**config.mk**
```make
export PLATFORM = sky130hd
export DESIGN_NAME = oss_source_select
export DESIGN_NICKNAME = d
export VERILOG_FILES = /design/src/verilog/oss_pkg.sv /design/src/verilog/oss_source_select.sv
export SDC_FILE = /design/constraint.sdc
export NUM_CORES = 1
export LEC_CHECK = 0
export BUFFER_PORTS_ARGS = -buffer_cell sky130_fd_sc_hd__buf_2
export CORE_UTILIZATION = 40
export CTS_BUF_LIST = sky130_fd_sc_hd__clkbuf_4 sky130_fd_sc_hd__clkbuf_8
export DETAILED_ROUTE_END_ITERATION = 6
export GPL_TIMING_DRIVEN = 0
export PLACE_DENSITY = 0.69
export RECOVER_POWER = 25
export SYNTH_ARGS = -nofsm -noshare
export SYNTH_HDL_FRONTEND = slang
export SYNTH_SLANG_ARGS = --single-unit
```
**constraint.sdc**
```tcl
create_clock -name mclk -period 3.2 [get_ports mclk]
set_input_delay 0.16 -clock mclk [delete_from_list [all_inputs] [get_ports mclk]]
set_output_delay 0.16 -clock mclk [all_outputs]
set_load 0.005 [all_outputs]
```
**src/verilog/oss_pkg.sv**
```systemverilog
// constants and types for the oscillator source selection block
// Operation
// - four-times multiplier fed by primary or fast RC
// - instruction rate is oscillator rate halved
// - select 111: fast RC divide-by-n, erased default
// - select 110: fast RC divided by sixteen
// - select 101: low-power RC oscillator
// - select 100: secondary oscillator
// - mode 10/01/00 for 010 direct; mode 01/00 only for 011 multiplied
// - select 001: fast RC divide-by-n then multiplier
// - select 000: undivided fast RC
// - config bit sets output pin when no crystal
// - crystal sources wait 1024 oscillator periods
// - multiplied clock held off 1.5 ms lock
package oss_pkg;

    // ********************************************************
    // select field codes
    // ********************************************************
    localparam logic [2:0] OSS_SEL_FAST_RC        = 3'h0;
    localparam logic [2:0] OSS_SEL_FAST_RC_MULT   = 3'h1;
    localparam logic [2:0] OSS_SEL_PRIMARY        = 3'h2;
    localparam logic [2:0] OSS_SEL_PRIMARY_MULT   = 3'h3;
    localparam logic [2:0] OSS_SEL_SECONDARY      = 3'h4;
    localparam logic [2:0] OSS_SEL_LOW_POWER_RC   = 3'h5;
    localparam logic [2:0] OSS_SEL_FAST_RC_DIV16  = 3'h6;
    localparam logic [2:0] OSS_SEL_FAST_RC_DIVN   = 3'h7;

    // ********************************************************
    // primary mode field codes
    // ********************************************************
    localparam logic [1:0] OSS_PM_EXT_CLOCK       = 2'h0;
    localparam logic [1:0] OSS_PM_MEDIUM_XTAL     = 2'h1;
    localparam logic [1:0] OSS_PM_HIGH_XTAL       = 2'h2;
    localparam logic [1:0] OSS_PM_OFF             = 2'h3;

    // ********************************************************
    // values after reset (erased configuration)
    // ********************************************************
    localparam logic [2:0] OSS_SEL_RESET          = 3'h7;
    localparam logic [1:0] OSS_PM_RESET           = 2'h3;
    localparam logic [2:0] OSS_DIVN_RESET         = 3'h0;
    localparam logic       OSS_PIN_FN_RESET       = 1'h0;

    // ********************************************************
    // ratios and timing
    // ********************************************************
    localparam int         OSS_MULT_SHIFT         = 2;
    localparam logic [7:0] OSS_DIV16_MASK         = 8'h0f;
    localparam logic [10:0] OSS_OST_PERIODS       = 11'h400;
    localparam int         OSS_CLK_PERIOD_PS      = 10000;
    localparam int         OSS_LOCK_TIME_PS       = 1500000000;
    localparam int         OSS_LOCK_CYCLES        =
        (OSS_LOCK_TIME_PS + OSS_CLK_PERIOD_PS - 1) / OSS_CLK_PERIOD_PS;

    // ********************************************************
    // types
    // ********************************************************
    typedef enum logic [3:0] {
        OSS_ST_CAPTURE = 4'h1,
        OSS_ST_STARTUP = 4'h2,
        OSS_ST_LOCK    = 4'h4,
        OSS_ST_RUN     = 4'h8
    } oss_state_type;

    typedef struct packed {
        logic [2:0] div_n;
        logic       osc_out_pin_function_bit;
        logic [1:0] primary_osc_mode_field;
        logic [2:0] initial_osc_select_field;
    } oss_config_type;

    typedef struct packed {
        logic fast_rc;
        logic low_power_rc;
        logic secondary;
        logic primary;
    } oss_ticks_type;

endpackage

```
**src/verilog/oss_source_select.sv**
```systemverilog
// oscillator source selection, start-up and lock hold-off, rate outputs
module oss_source_select #(
    parameter int LOCK_CYCLES = oss_pkg::OSS_LOCK_CYCLES,
    parameter int PERIOD_W    = 16
) (
    // clock and reset
    input  wire logic                    mclk,
    input  wire logic                    reset,
    // configuration fields and oscillator ticks
    input  wire oss_pkg::oss_config_type cfg,
    input  wire oss_pkg::oss_ticks_type  src_ticks,
    // general purpose drive for the output pin
    input  wire logic                    gpio_out,
    input  wire logic                    gpio_oe,
    // clock outputs
    output logic                         sys_osc_tick,
    output logic                         instruction_cycle_tick,
    output logic                         clock_ready,
    output logic [2:0]                   active_select,
    // oscillator pins
    output logic                         crystal_drive_en,
    output logic                         osc_output_pin_o,
    output logic                         osc_output_pin_oe
);

    // ********************************************************
    // state
    // ********************************************************
    oss_pkg::oss_state_type  state_q;
    oss_pkg::oss_state_type  state_d;
    oss_pkg::oss_config_type cfg_q;
    logic [7:0]              div_cnt_q;
    logic [10:0]             ost_cnt_q;
    logic [31:0]             lock_cnt_q;
    logic [PERIOD_W-1:0]     per_cnt_q;
    logic [PERIOD_W-1:0]     per_q;
    logic [PERIOD_W-1:0]     ph_cnt_q;
    logic                    phase_q;
    logic                    sys_tick_q;
    logic                    instr_tick_q;
    logic                    ready_q;
    logic                    xtal_q;
    logic                    pin_o_q;
    logic                    pin_oe_q;
    logic                    cap_done_q;
    logic [2:0]              active_q;

    // ********************************************************
    // configuration decode
    // ********************************************************
    wire [2:0] sel = cfg_q.initial_osc_select_field;
    wire [1:0] pm  = cfg_q.primary_osc_mode_field;

    wire pm_crystal  = (pm == oss_pkg::OSS_PM_HIGH_XTAL) ||
                       (pm == oss_pkg::OSS_PM_MEDIUM_XTAL);
    wire pm_mult_ok  = (pm == oss_pkg::OSS_PM_MEDIUM_XTAL) ||
                       (pm == oss_pkg::OSS_PM_EXT_CLOCK);
    wire prim_direct = (sel == oss_pkg::OSS_SEL_PRIMARY) &&
                       (pm != oss_pkg::OSS_PM_OFF);
    wire prim_mult   = (sel == oss_pkg::OSS_SEL_PRIMARY_MULT) && pm_mult_ok;
    wire prim_bad    = ((sel == oss_pkg::OSS_SEL_PRIMARY) ||
                        (sel == oss_pkg::OSS_SEL_PRIMARY_MULT)) &&
                       !prim_direct && !prim_mult;
    wire fast_mult   = (sel == oss_pkg::OSS_SEL_FAST_RC_MULT);
    wire use_mult    = fast_mult || prim_mult;
    wire drives_xtal = (prim_direct || prim_mult) && pm_crystal;
    wire needs_ost   = drives_xtal || (sel == oss_pkg::OSS_SEL_SECONDARY);

    // ********************************************************
    // fast RC dividers
    // ********************************************************
    wire [7:0] divn_mask  = (8'h01 << cfg_q.div_n) - 8'h01;
    wire       divn_tick  = src_ticks.fast_rc &&
                            ((div_cnt_q & divn_mask) == divn_mask);
    wire       div16_tick = src_ticks.fast_rc &&
                            ((div_cnt_q & oss_pkg::OSS_DIV16_MASK) ==
                             oss_pkg::OSS_DIV16_MASK);

    // ********************************************************
    // base source selection, before the multiplier
    // ********************************************************
    wire base_tick =
        (sel == oss_pkg::OSS_SEL_FAST_RC_DIVN)  ? divn_tick :
        (sel == oss_pkg::OSS_SEL_FAST_RC_DIV16) ? div16_tick :
        (sel == oss_pkg::OSS_SEL_LOW_POWER_RC)  ? src_ticks.low_power_rc :
        (sel == oss_pkg::OSS_SEL_SECONDARY)     ? src_ticks.secondary :
        (prim_direct || prim_mult)              ? src_ticks.primary :
        fast_mult                               ? divn_tick :
        src_ticks.fast_rc;

    // ********************************************************
    // four-times multiplier: measure source period, emit quarters
    // ********************************************************
    wire [PERIOD_W-1:0] per_sum = per_cnt_q + PERIOD_W'(1);
    wire [PERIOD_W-1:0] slice_raw = per_q >> oss_pkg::OSS_MULT_SHIFT;
    wire [PERIOD_W-1:0] slice =
        (slice_raw == '0) ? PERIOD_W'(1) : slice_raw;
    wire                ph_end = (ph_cnt_q == slice - PERIOD_W'(1));
    wire                mult_tick = base_tick || ph_end;
    wire                sel_tick  = use_mult ? mult_tick : base_tick;

    // ********************************************************
    // start-up and lock hold-off
    // ********************************************************
    wire ost_done  = base_tick &&
                     (ost_cnt_q == oss_pkg::OSS_OST_PERIODS - 11'h001);
    wire lock_done = (lock_cnt_q == 32'(LOCK_CYCLES - 1));

    always_comb begin
        state_d = state_q;
        unique case (state_q)
            // decide one cycle after capture, from the held fields
            oss_pkg::OSS_ST_CAPTURE: begin
                if (cap_done_q && needs_ost) begin
                    state_d = oss_pkg::OSS_ST_STARTUP;
                end else if (cap_done_q && use_mult) begin
                    state_d = oss_pkg::OSS_ST_LOCK;
                end else if (cap_done_q) begin
                    state_d = oss_pkg::OSS_ST_RUN;
                end
            end
            oss_pkg::OSS_ST_STARTUP: begin
                if (ost_done) begin
                    state_d = use_mult ? oss_pkg::OSS_ST_LOCK : oss_pkg::OSS_ST_RUN;
                end
            end
            oss_pkg::OSS_ST_LOCK: begin
                if (lock_done) begin
                    state_d = oss_pkg::OSS_ST_RUN;
                end
            end
            oss_pkg::OSS_ST_RUN: begin
                state_d = oss_pkg::OSS_ST_RUN;
            end
            default: begin
                state_d = oss_pkg::OSS_ST_CAPTURE;
            end
        endcase
    end

    wire running   = (state_q == oss_pkg::OSS_ST_RUN);
    wire capturing = (state_q == oss_pkg::OSS_ST_CAPTURE);

    // ********************************************************
    // output pin function
    // ********************************************************
    wire pin_o_d  = drives_xtal ? 1'b0 :
                    cfg_q.osc_out_pin_function_bit ? phase_q : gpio_out;
    wire pin_oe_d = drives_xtal ? 1'b0 :
                    cfg_q.osc_out_pin_function_bit ? running : gpio_oe;

    // ********************************************************
    // registers
    // ********************************************************
    always_ff @(posedge mclk or posedge reset) begin
        if (reset) begin
            state_q    <= oss_pkg::OSS_ST_CAPTURE;
            cap_done_q <= 1'b0;
        end else begin
            state_q    <= state_d;
            cap_done_q <= 1'b1;
        end
    end

    // fields caught once after reset release, held until next reset
    always_ff @(posedge mclk or posedge reset) begin
        if (reset) begin
            cfg_q.initial_osc_select_field <= oss_pkg::OSS_SEL_RESET;
            cfg_q.primary_osc_mode_field   <= oss_pkg::OSS_PM_RESET;
            cfg_q.osc_out_pin_function_bit <= oss_pkg::OSS_PIN_FN_RESET;
            cfg_q.div_n                    <= oss_pkg::OSS_DIVN_RESET;
        end else if (capturing && !cap_done_q) begin
            cfg_q <= cfg;
        end
    end

    always_ff @(posedge mclk or posedge reset) begin
        if (reset) begin
            div_cnt_q <= 8'h00;
        end else if (src_ticks.fast_rc) begin
            div_cnt_q <= div_cnt_q + 8'h01;
        end
    end

    always_ff @(posedge mclk or posedge reset) begin
        if (reset) begin
            ost_cnt_q <= 11'h000;
        end else if (state_q == oss_pkg::OSS_ST_STARTUP && base_tick) begin
            ost_cnt_q <= ost_cnt_q + 11'h001;
        end
    end

    always_ff @(posedge mclk or posedge reset) begin
        if (reset) begin
            lock_cnt_q <= 32'h0000_0000;
        end else if (state_q == oss_pkg::OSS_ST_LOCK) begin
            lock_cnt_q <= lock_cnt_q + 32'h0000_0001;
        end
    end

    always_ff @(posedge mclk or posedge reset) begin
        if (reset) begin
            per_cnt_q <= '0;
            per_q     <= '0;
        end else if (base_tick) begin
            per_cnt_q <= '0;
            per_q     <= per_sum;
        end else if (per_cnt_q != '1) begin
            per_cnt_q <= per_sum;
        end
    end

    always_ff @(posedge mclk or posedge reset) begin
        if (reset) begin
            ph_cnt_q <= '0;
        end else if (base_tick || ph_end) begin
            ph_cnt_q <= '0;
        end else begin
            ph_cnt_q <= ph_cnt_q + PERIOD_W'(1);
        end
    end

    // system tick and halved instruction tick only once running
    always_ff @(posedge mclk or posedge reset) begin
        if (reset) begin
            sys_tick_q   <= 1'b0;
            instr_tick_q <= 1'b0;
            phase_q      <= 1'b0;
        end else begin
            sys_tick_q   <= running && sel_tick;
            instr_tick_q <= running && sel_tick && phase_q;
            if (running && sel_tick) begin
                phase_q <= !phase_q;
            end
        end
    end

    always_ff @(posedge mclk or posedge reset) begin
        if (reset) begin
            ready_q  <= 1'b0;
            xtal_q   <= 1'b0;
            pin_o_q  <= 1'b0;
            pin_oe_q <= 1'b0;
            active_q <= oss_pkg::OSS_SEL_RESET;
        end else begin
            active_q <= prim_bad ? oss_pkg::OSS_SEL_FAST_RC : sel;
            ready_q  <= running;
            xtal_q   <= !capturing && drives_xtal;
            pin_o_q  <= !capturing && pin_o_d;
            pin_oe_q <= !capturing && pin_oe_d;
        end
    end

    // ********************************************************
    // outputs
    // ********************************************************
    assign sys_osc_tick           = sys_tick_q;
    assign instruction_cycle_tick = instr_tick_q;
    assign clock_ready            = ready_q;
    assign active_select          = active_q;
    assign crystal_drive_en       = xtal_q;
    assign osc_output_pin_o       = pin_o_q;
    assign osc_output_pin_oe      = pin_oe_q;

endmodule

```
==> results of run 1 <==
per-stage QoR:
step | worst slack [ps] | area [um2] | total power (W)
5_1_grt | -58.7 | 7200 | 0.00435
2_1_floorplan | 44.1 | 6090 | 0.00234
4_1_cts | 20.8 | 7200 | 0.00417
3_3_place_gp | -276 | 6440 | 0.00246
3_5_place_dp | -332 | 6500 | 0.00250
6_report | 85.5 | 7200 | 0.00414
layout by cell type, fill, tap and decap left out, types with 12 or more instances in the layout:
master / Yosys / routed
a21oi_1: 31 / 31
and3_1: 12 / 12
buf_2: 0 / 23
buf_4: 0 / 12
clkbuf_1: 16 / 18
clkbuf_8: 0 / 18
dfrtp_1: 111 / 106
dlygate4sd3_1: 0 / 12
inv_1: 15 / 14
nand2_1: 45 / 45
nand3_1: 35 / 35
nand4_1: 15 / 15
nor2_1: 76 / 76
o21ai_0: 16 / 16
xnor2_1: 49 / 49
xor2_1: 42 / 42
worst max-delay path, cell delays in order, from the launching register on:
cell and delay, ps:
dfrtp_2 400, or4_4 570, nor4_4 320, nor2_1 80, ha_2 210, or3_1 370
a31oi_1 180, o211ai_1 140, or4_4 450, o21ai_4 180, xor2_1 160
power breakdown:
group | internal, W | total, W | switching [W]
logic | 0.000348 | 0.000749 | 0.000401
registers | 0.00166 | 0.00181 | 0.000148
clock network | 0.000952 | 0.00159 | 0.000636
cells in the mapped netlist, drive strengths merged, types with 3 or more instances:
library cell  count
nor2b             5
nor3             10
and4              4
o211ai            3
nand2            46
o21ai            17
or4               5
a21oi            31
or2               3
ha                9
xor2             42
and3             13
clkbuf           16
xnor2            49
nor4b             4
mux2i             5
nor3b             4
dfstp             9
nor4             10
a31oi             7
nand4            15
or3               4
nor2             76
mux2              9
and2              5
dfrtp           111
o311a             3
nand2b            5
nand3            35
inv              15
layout make-up:
type,instances,area [um2]
flip-flops and latches,120,3020
repair buffers,52,368
multi-input cells,448,2990
fillers,1257,7490
clock buffers,18,248
clock inverters,14,220
plain buffers,16,67.6
well taps,184,230
inverters,15,57.6
routing by layer:
layer,track usage,share of wire,routed length (um),up-vias
met3,0.0381,0.038,453,22
met4,0.0825,0.020,234,0
met1,0.204,0.47,5600,2255
met5,0,0,0,-
li1,-,-,-,2240
met2,0.265,0.48,5700,90
path summary, 6_finish.rpt:
path                              startpoint           end  slack [ps]  cells past startpoint
max in group asynchronous              reset      per_q[9]         640                      4
worst min-delay path            src_ticks[3]  div_cnt_q[0]         110                      2
min in group asynchronous              reset  per_cnt_q[4]         430                      3
worst max register to register     per_q[10]       phase_q          90                     10
worst max-delay path               per_q[10]       phase_q          90                     10
worst min register to register  div_cnt_q[6]  div_cnt_q[6]         460                      1
cell families after synthesis:
logic type / count (synthesis) / share of synthesized area
AND/OR/NAND/NOR: 252 / 0.220
flip-flops: 120 / 0.495
XOR/XNOR: 91 / 0.131
AO/OA/AOI/OAI: 81 / 0.0892
buffers and inverters: 32 / 0.0210
multiplexers: 14 / 0.0249
adder cells (fa/ha/maj): 9 / 0.0185
other: 1 / 0.000616
state kept, by name, summed over array words and instances, names as in the netlist:
signal / cells
active_select: 3
cap_done_q: 1
cfg_q: 4
clock_ready: 1
crystal_drive_en: 1
div_cnt_q: 7
instruction_cycle_tick: 1
lock_cnt_q: 32
osc_output_pin_o: 1
osc_output_pin_oe: 1
ost_cnt_q: 11
per_cnt_q: 16
per_q: 14
ph_cnt_q: 16
phase_q: 1
pm: 2
sel: 3
state_q: 4
sys_osc_tick: 1
timing repair:
action | CTS | global route
resized for setup | 11 | 3
hold buffers | 12 | 0
pin swaps | 7 | 2
setup buffers | 8 | 5
setup endpoints to repair | 21 | 27
hold endpoints to repair | 33 | 0
==> impl_metrics.toml, run 1 <==
[worst_setup_path]
cp.arrival_ps = 3480
crit_type = "flop to flop"
cp-end-kind = "flop"
critical_path.startpoint_type = "flop"
worst-path-max-fanout = 4
cp.required_ps = 3570

[logic_synthesis]
synth_area_leaders = "dfrtp_1 46%, xnor2_1 7.0%, xor2_1 6.0%"
synth_edf_count = 0
syn_inst = 600
syn_area_um2 = 6090
avgSynthCellArea_um2 = 10.2
yosysUniqueCellTypes = 65
synth-seq-cells = 120
ys_warn_count = 0
synth_area_leader_cell = "dfrtp_1"
seq_area_frac_synth = 0.495
synth_async_sr_flop_share = 1.00
synth.top_cell.area_share = 0.456
ys.flop_type = "dfrtp_1"
synth_nets = 626

[clocking]
path_clk_slew_ps = 70
insertion_delay_ps = 450
cts-root-buf = "clkbuf_8"
cts_tree = "done"
cts.sinks = 120
cts_buffer_depth = 2
htree_levels = 4
cts_buffers = 17

[timing]
fmaxAchievable_mhz = 321
post-route-min-period_ps = 3110
post-route-period-util = 0.973
holdWs_ps = 109
tns_ps = 0
rsz0062_at_grt = "true"
finalMaxSlewViolations = 63
hold_viol = 0
worst_clock_skew_ps = 16.7
worstMarginPinSlew_ps = 1670
relSlewSlack = -0.115
setup_viol = 0

[detailed_routing]
drc = 2
vias = 4607
drtAntennaViolNets = 0
via_per_inst = 5.31
routed_wl_um = 12000
first_iter_violations = 177
routedWlPerCell_um = 13.8
firstDrtPassIters = 6

[layout]
drive_gt1_frac = 0.176
diodes = 0
layout.cells.non_filler = 867
area_delta_synth_final_pct = 18.3
fin_nets = 696
final_util = 0.490

[global_routing]
grt_usage = 0.163
grt_pass1_wl_um = 20600
antenna_found_initial = 0
grt_start_max_net_pins = 38
grt_pass1_vias = 4440
grt-ovfl-total = 0

[min_path]
hold_class = "primary input to flop"

[power_and_ir_drop]
power_density_nw_per_um2 = 575
peakVddDrop_mv = 0.310
leakage_nw = 3.13

[place]
dp_hpwl_um = 8520
dp.cells = 811
portBuffers = 24
gp_congestion = 0.852

[floorplan]
io_pins = 26
die_area_um2 = 15700
core_area_um2 = 14700
start_util = 0.414
num_rows = 44
die_w_um = 125
die_height_um = 125

[flow_run]
drv_cap = 2

[outcome]
outcome = "complete, but fails checks"
violations = "DRC, capacitance limit, slew limit"
Power figures use the tool's default switching activity.
==> inputs of run 2 (changes only) <==
--- a/config.mk
+++ b/config.mk
@@ -5,6 +5,7 @@
 export SDC_FILE = /design/constraint.sdc
 export NUM_CORES = 1
 export LEC_CHECK = 0
+export ABC_AREA = 1
 export BUFFER_PORTS_ARGS = -buffer_cell sky130_fd_sc_hd__buf_2
 export CORE_UTILIZATION = 40
 export CTS_BUF_LIST = sky130_fd_sc_hd__clkbuf_4 sky130_fd_sc_hd__clkbuf_8
==> run 2 against run 1 <==
Compared with the run above:
- the run ends with capacitance limit, slew limit left
- cell count up 24%
- sequential cell count unchanged
- clock-buffer cell count up 7
- via count up 11%
- global-route usage up 1.7 points
- area after synthesis up 5.4%
- fmax up 7.3%
- non-clock buffer count down 17
- power up 1.5%
- wire length up 11%
- cell area up 2.5%
- largest power group unchanged
==> impl_metrics.toml, run 2 <==
[logic_synthesis]
synth_area_leaders = "dfrtp_1 43%, nand2_1 10%, nor2_1 7.0%"
syn_inst = 791
syn_area_um2 = 6420
avgSynthCellArea_um2 = 8.11
seq_area_frac_synth = 0.470
synth_nets = 817
yosysMostFrequentCell = "nand2_1"
synth_edf_count = 0
synth.top_cell.area_share = 0.433
synth_async_sr_flop_share = 1.00
synth_commonest_cells = "172 x nand2_1, 120 x nor2_1, 111 x dfrtp_1"
synth-seq-cells = 120
synth_area_leader_cell = "dfrtp_1"
ys.flop_type = "dfrtp_1"
yosysUniqueCellTypes = 41
ys_warn_count = 0

[detailed_routing]
routed_wl_um = 13300
first_iter_violations = 323
drtAntennaViolNets = 0
via_per_inst = 4.76
firstDrtPassIters = 4
routedWlPerCell_um = 12.3
drc = 0
vias = 5112

[global_routing]
grt_usage = 0.180
grt_start_max_net_pins = 38
antenna_found_initial = 0
grt-ovfl-total = 0
grt_pass1_wl_um = 23300
grt_pass1_vias = 5047

[timing]
finalMaxSlewViolations = 38
post-route-period-util = 0.907
fmaxAchievable_mhz = 344
relSlewSlack = -0.0532
setup_viol = 0
rsz0062_at_grt = "false"
worstMarginPinSlew_ps = 1580
worst_clock_skew_ps = 14.9
setup_ws_ps = 297
hold_viol = 0
post-route-min-period_ps = 2900
tns_ps = 0

[place]
portBuffers = 25
gp_congestion = 0.904
place_ws_ps = 209
dp.cells = 1030
dp_hpwl_um = 9700

[layout]
fin_nets = 876
fillers = 1531
layout_commonest_cell = "nand2_1"
mostFrequentLayoutCells = "172 x nand2_1, 117 x nor2_1, 111 x dfrtp_1"
multiInputGateArea_um2 = 2970
top_register = "lock_cnt_q"
ff_latch_area_um2 = 3010
layout.cells.non_filler = 1074
biggestRegsByFlops = "lock_cnt_q (32), per_cnt_q (16), ph_cnt_q (16)"
area_delta_synth_final_pct = 15.0
diodes = 0
largest_reg_flops = 32
final_util = 0.479
drive_gt1_frac = 0.133

[outcome]
outcome = "complete, but fails checks"
violations = "capacitance limit, slew limit"

[clocking]
cts.sinks = 120
insertion_delay_ps = 440
path_clk_slew_ps = 70
cts_buffer_depth = 2
htree_levels = 4
cts_buffers = 17
cts-root-buf = "clkbuf_8"
cts_tree = "done"
postCtsSetupRepairBufs = 0

[worst_setup_path]
critPathMaxStageDelay_ps = 420
cp-end-kind = "flop"
path_buf_inv = 2
cp_common_cell = "nor2_1"
cp.required_ps = 3520
critical_path.startpoint_type = "flop"
worst-path-stages = 18
crit_type = "flop to flop"
cp.arrival_ps = 3220
worst-path-max-fanout = 10
regToRegSetupSlack_ps = 300
critPathSlowestCell = "dfrtp_1"
crit_family = "simple AND/OR/NAND/NOR gates"
crit_chain = "nor2_2 -> nand2_1 -> nor2_1 -> nand2_2 -> nand2_2 -> inv_1 -> ha_1 -> xor2_1 -> nand2_1 -> nor2_1 -> nand2_1 -> nor2_1 -> nand3_1 -> nor2_1 -> nand4_2 -> nand2_4 -> buf_6 -> nor2_1"
r2r_cells = 18

[power_and_ir_drop]
peakVddDrop_mv = 0.411
power_density_nw_per_um2 = 570
leakage_nw = 3.61

[floorplan]
start_util = 0.416
die_height_um = 129
die_w_um = 129
io_pins = 26
core_area_um2 = 15400
die_area_um2 = 16600
num_rows = 45

[flow_run]
drv_cap = 1

[min_path]
hold_class = "primary input to flop"
hold_path_depth = 3
[run 2: logic make-up after synthesis]
logic type      Yosys count  synth area share
flops                   120             0.470
simple gates            423             0.301
mux                       1           0.00175
fa+ha+maj                 9            0.0175
buf+inv                 114            0.0696
compound gates           53            0.0443
xor+xnor                 70            0.0955
other cells               1          0.000584
[run 2: worst register-to-register path, stage by stage (launching register included)]
cell and delay (ps):
dfrtp_1 420, nor2_2 180, nand2_1 150, nor2_1 140, nand2_2 130, nand2_2 110
inv_1 50, ha_1 300, xor2_1 170, nand2_1 80, nor2_1 80, nand2_1 70
nor2_1 120, nand3_1 80, nor2_1 160, nand4_2 180, nand2_4 160, buf_6 160
nor2_1 60
[run 2: path summary, 6_finish.rpt]
kind | end | startpoint
worst max-delay path | ph_cnt_q[14] | per_q[12]
worst min-delay path | osc_output_pin_oe | gpio_oe
worst max register to register | ph_cnt_q[14] | per_q[12]
worst min register to register | div_cnt_q[6] | div_cnt_q[6]
max in group asynchronous | lock_cnt_q[23] | reset
min in group asynchronous | osc_output_pin_oe | reset
[run 2: final cells by class]
cell class / count / share of cell area
sequential: 120 / 0.408
multi-input combinational: 557 / 0.402
clock inverter: 7 / 0.0124
clock buffer: 25 / 0.0432
inverter: 103 / 0.0525
tap: 211 / 0.0358
timing repair buffer: 40 / 0.0381
buffer: 11 / 0.00813
[run 2: per-stage QoR]
stage | hold WS (ps) | area (um2) | power, W
after detailed placement | 259 | 6870 | 0.00280
after global routing | 49.1 | 7380 | 0.00448
final | 43.4 | 7380 | 0.00421
after CTS | 34.1 | 7400 | 0.00425
after floorplan | 247 | 6420 | 0.00257
after global placement | 393 | 6810 | 0.00277
[run 2: routing by layer]
metal | track usage | vias to the layer above | wire length (um)
met2 | 0.289 | 61 | 6120
met1 | 0.238 | 2414 | 6570
met5 | 0 | - | 0
met4 | 0.0734 | 0 | 255
li1 | - | 2619 | -
met3 | 0.0370 | 18 | 317
[run 2: timing repair]
item	CTS	global route
hold buffers	12	0
gates resized for setup	0	3
hold endpoints to repair	34	0
endpoints found under the setup margin	0	12
[run 2: power by group]
group | internal (W) | switching (W)
Combinational | 0.000373 | 0.000612
Sequential | 0.00167 | 0.000133
Clock | 0.000807 | 0.000613
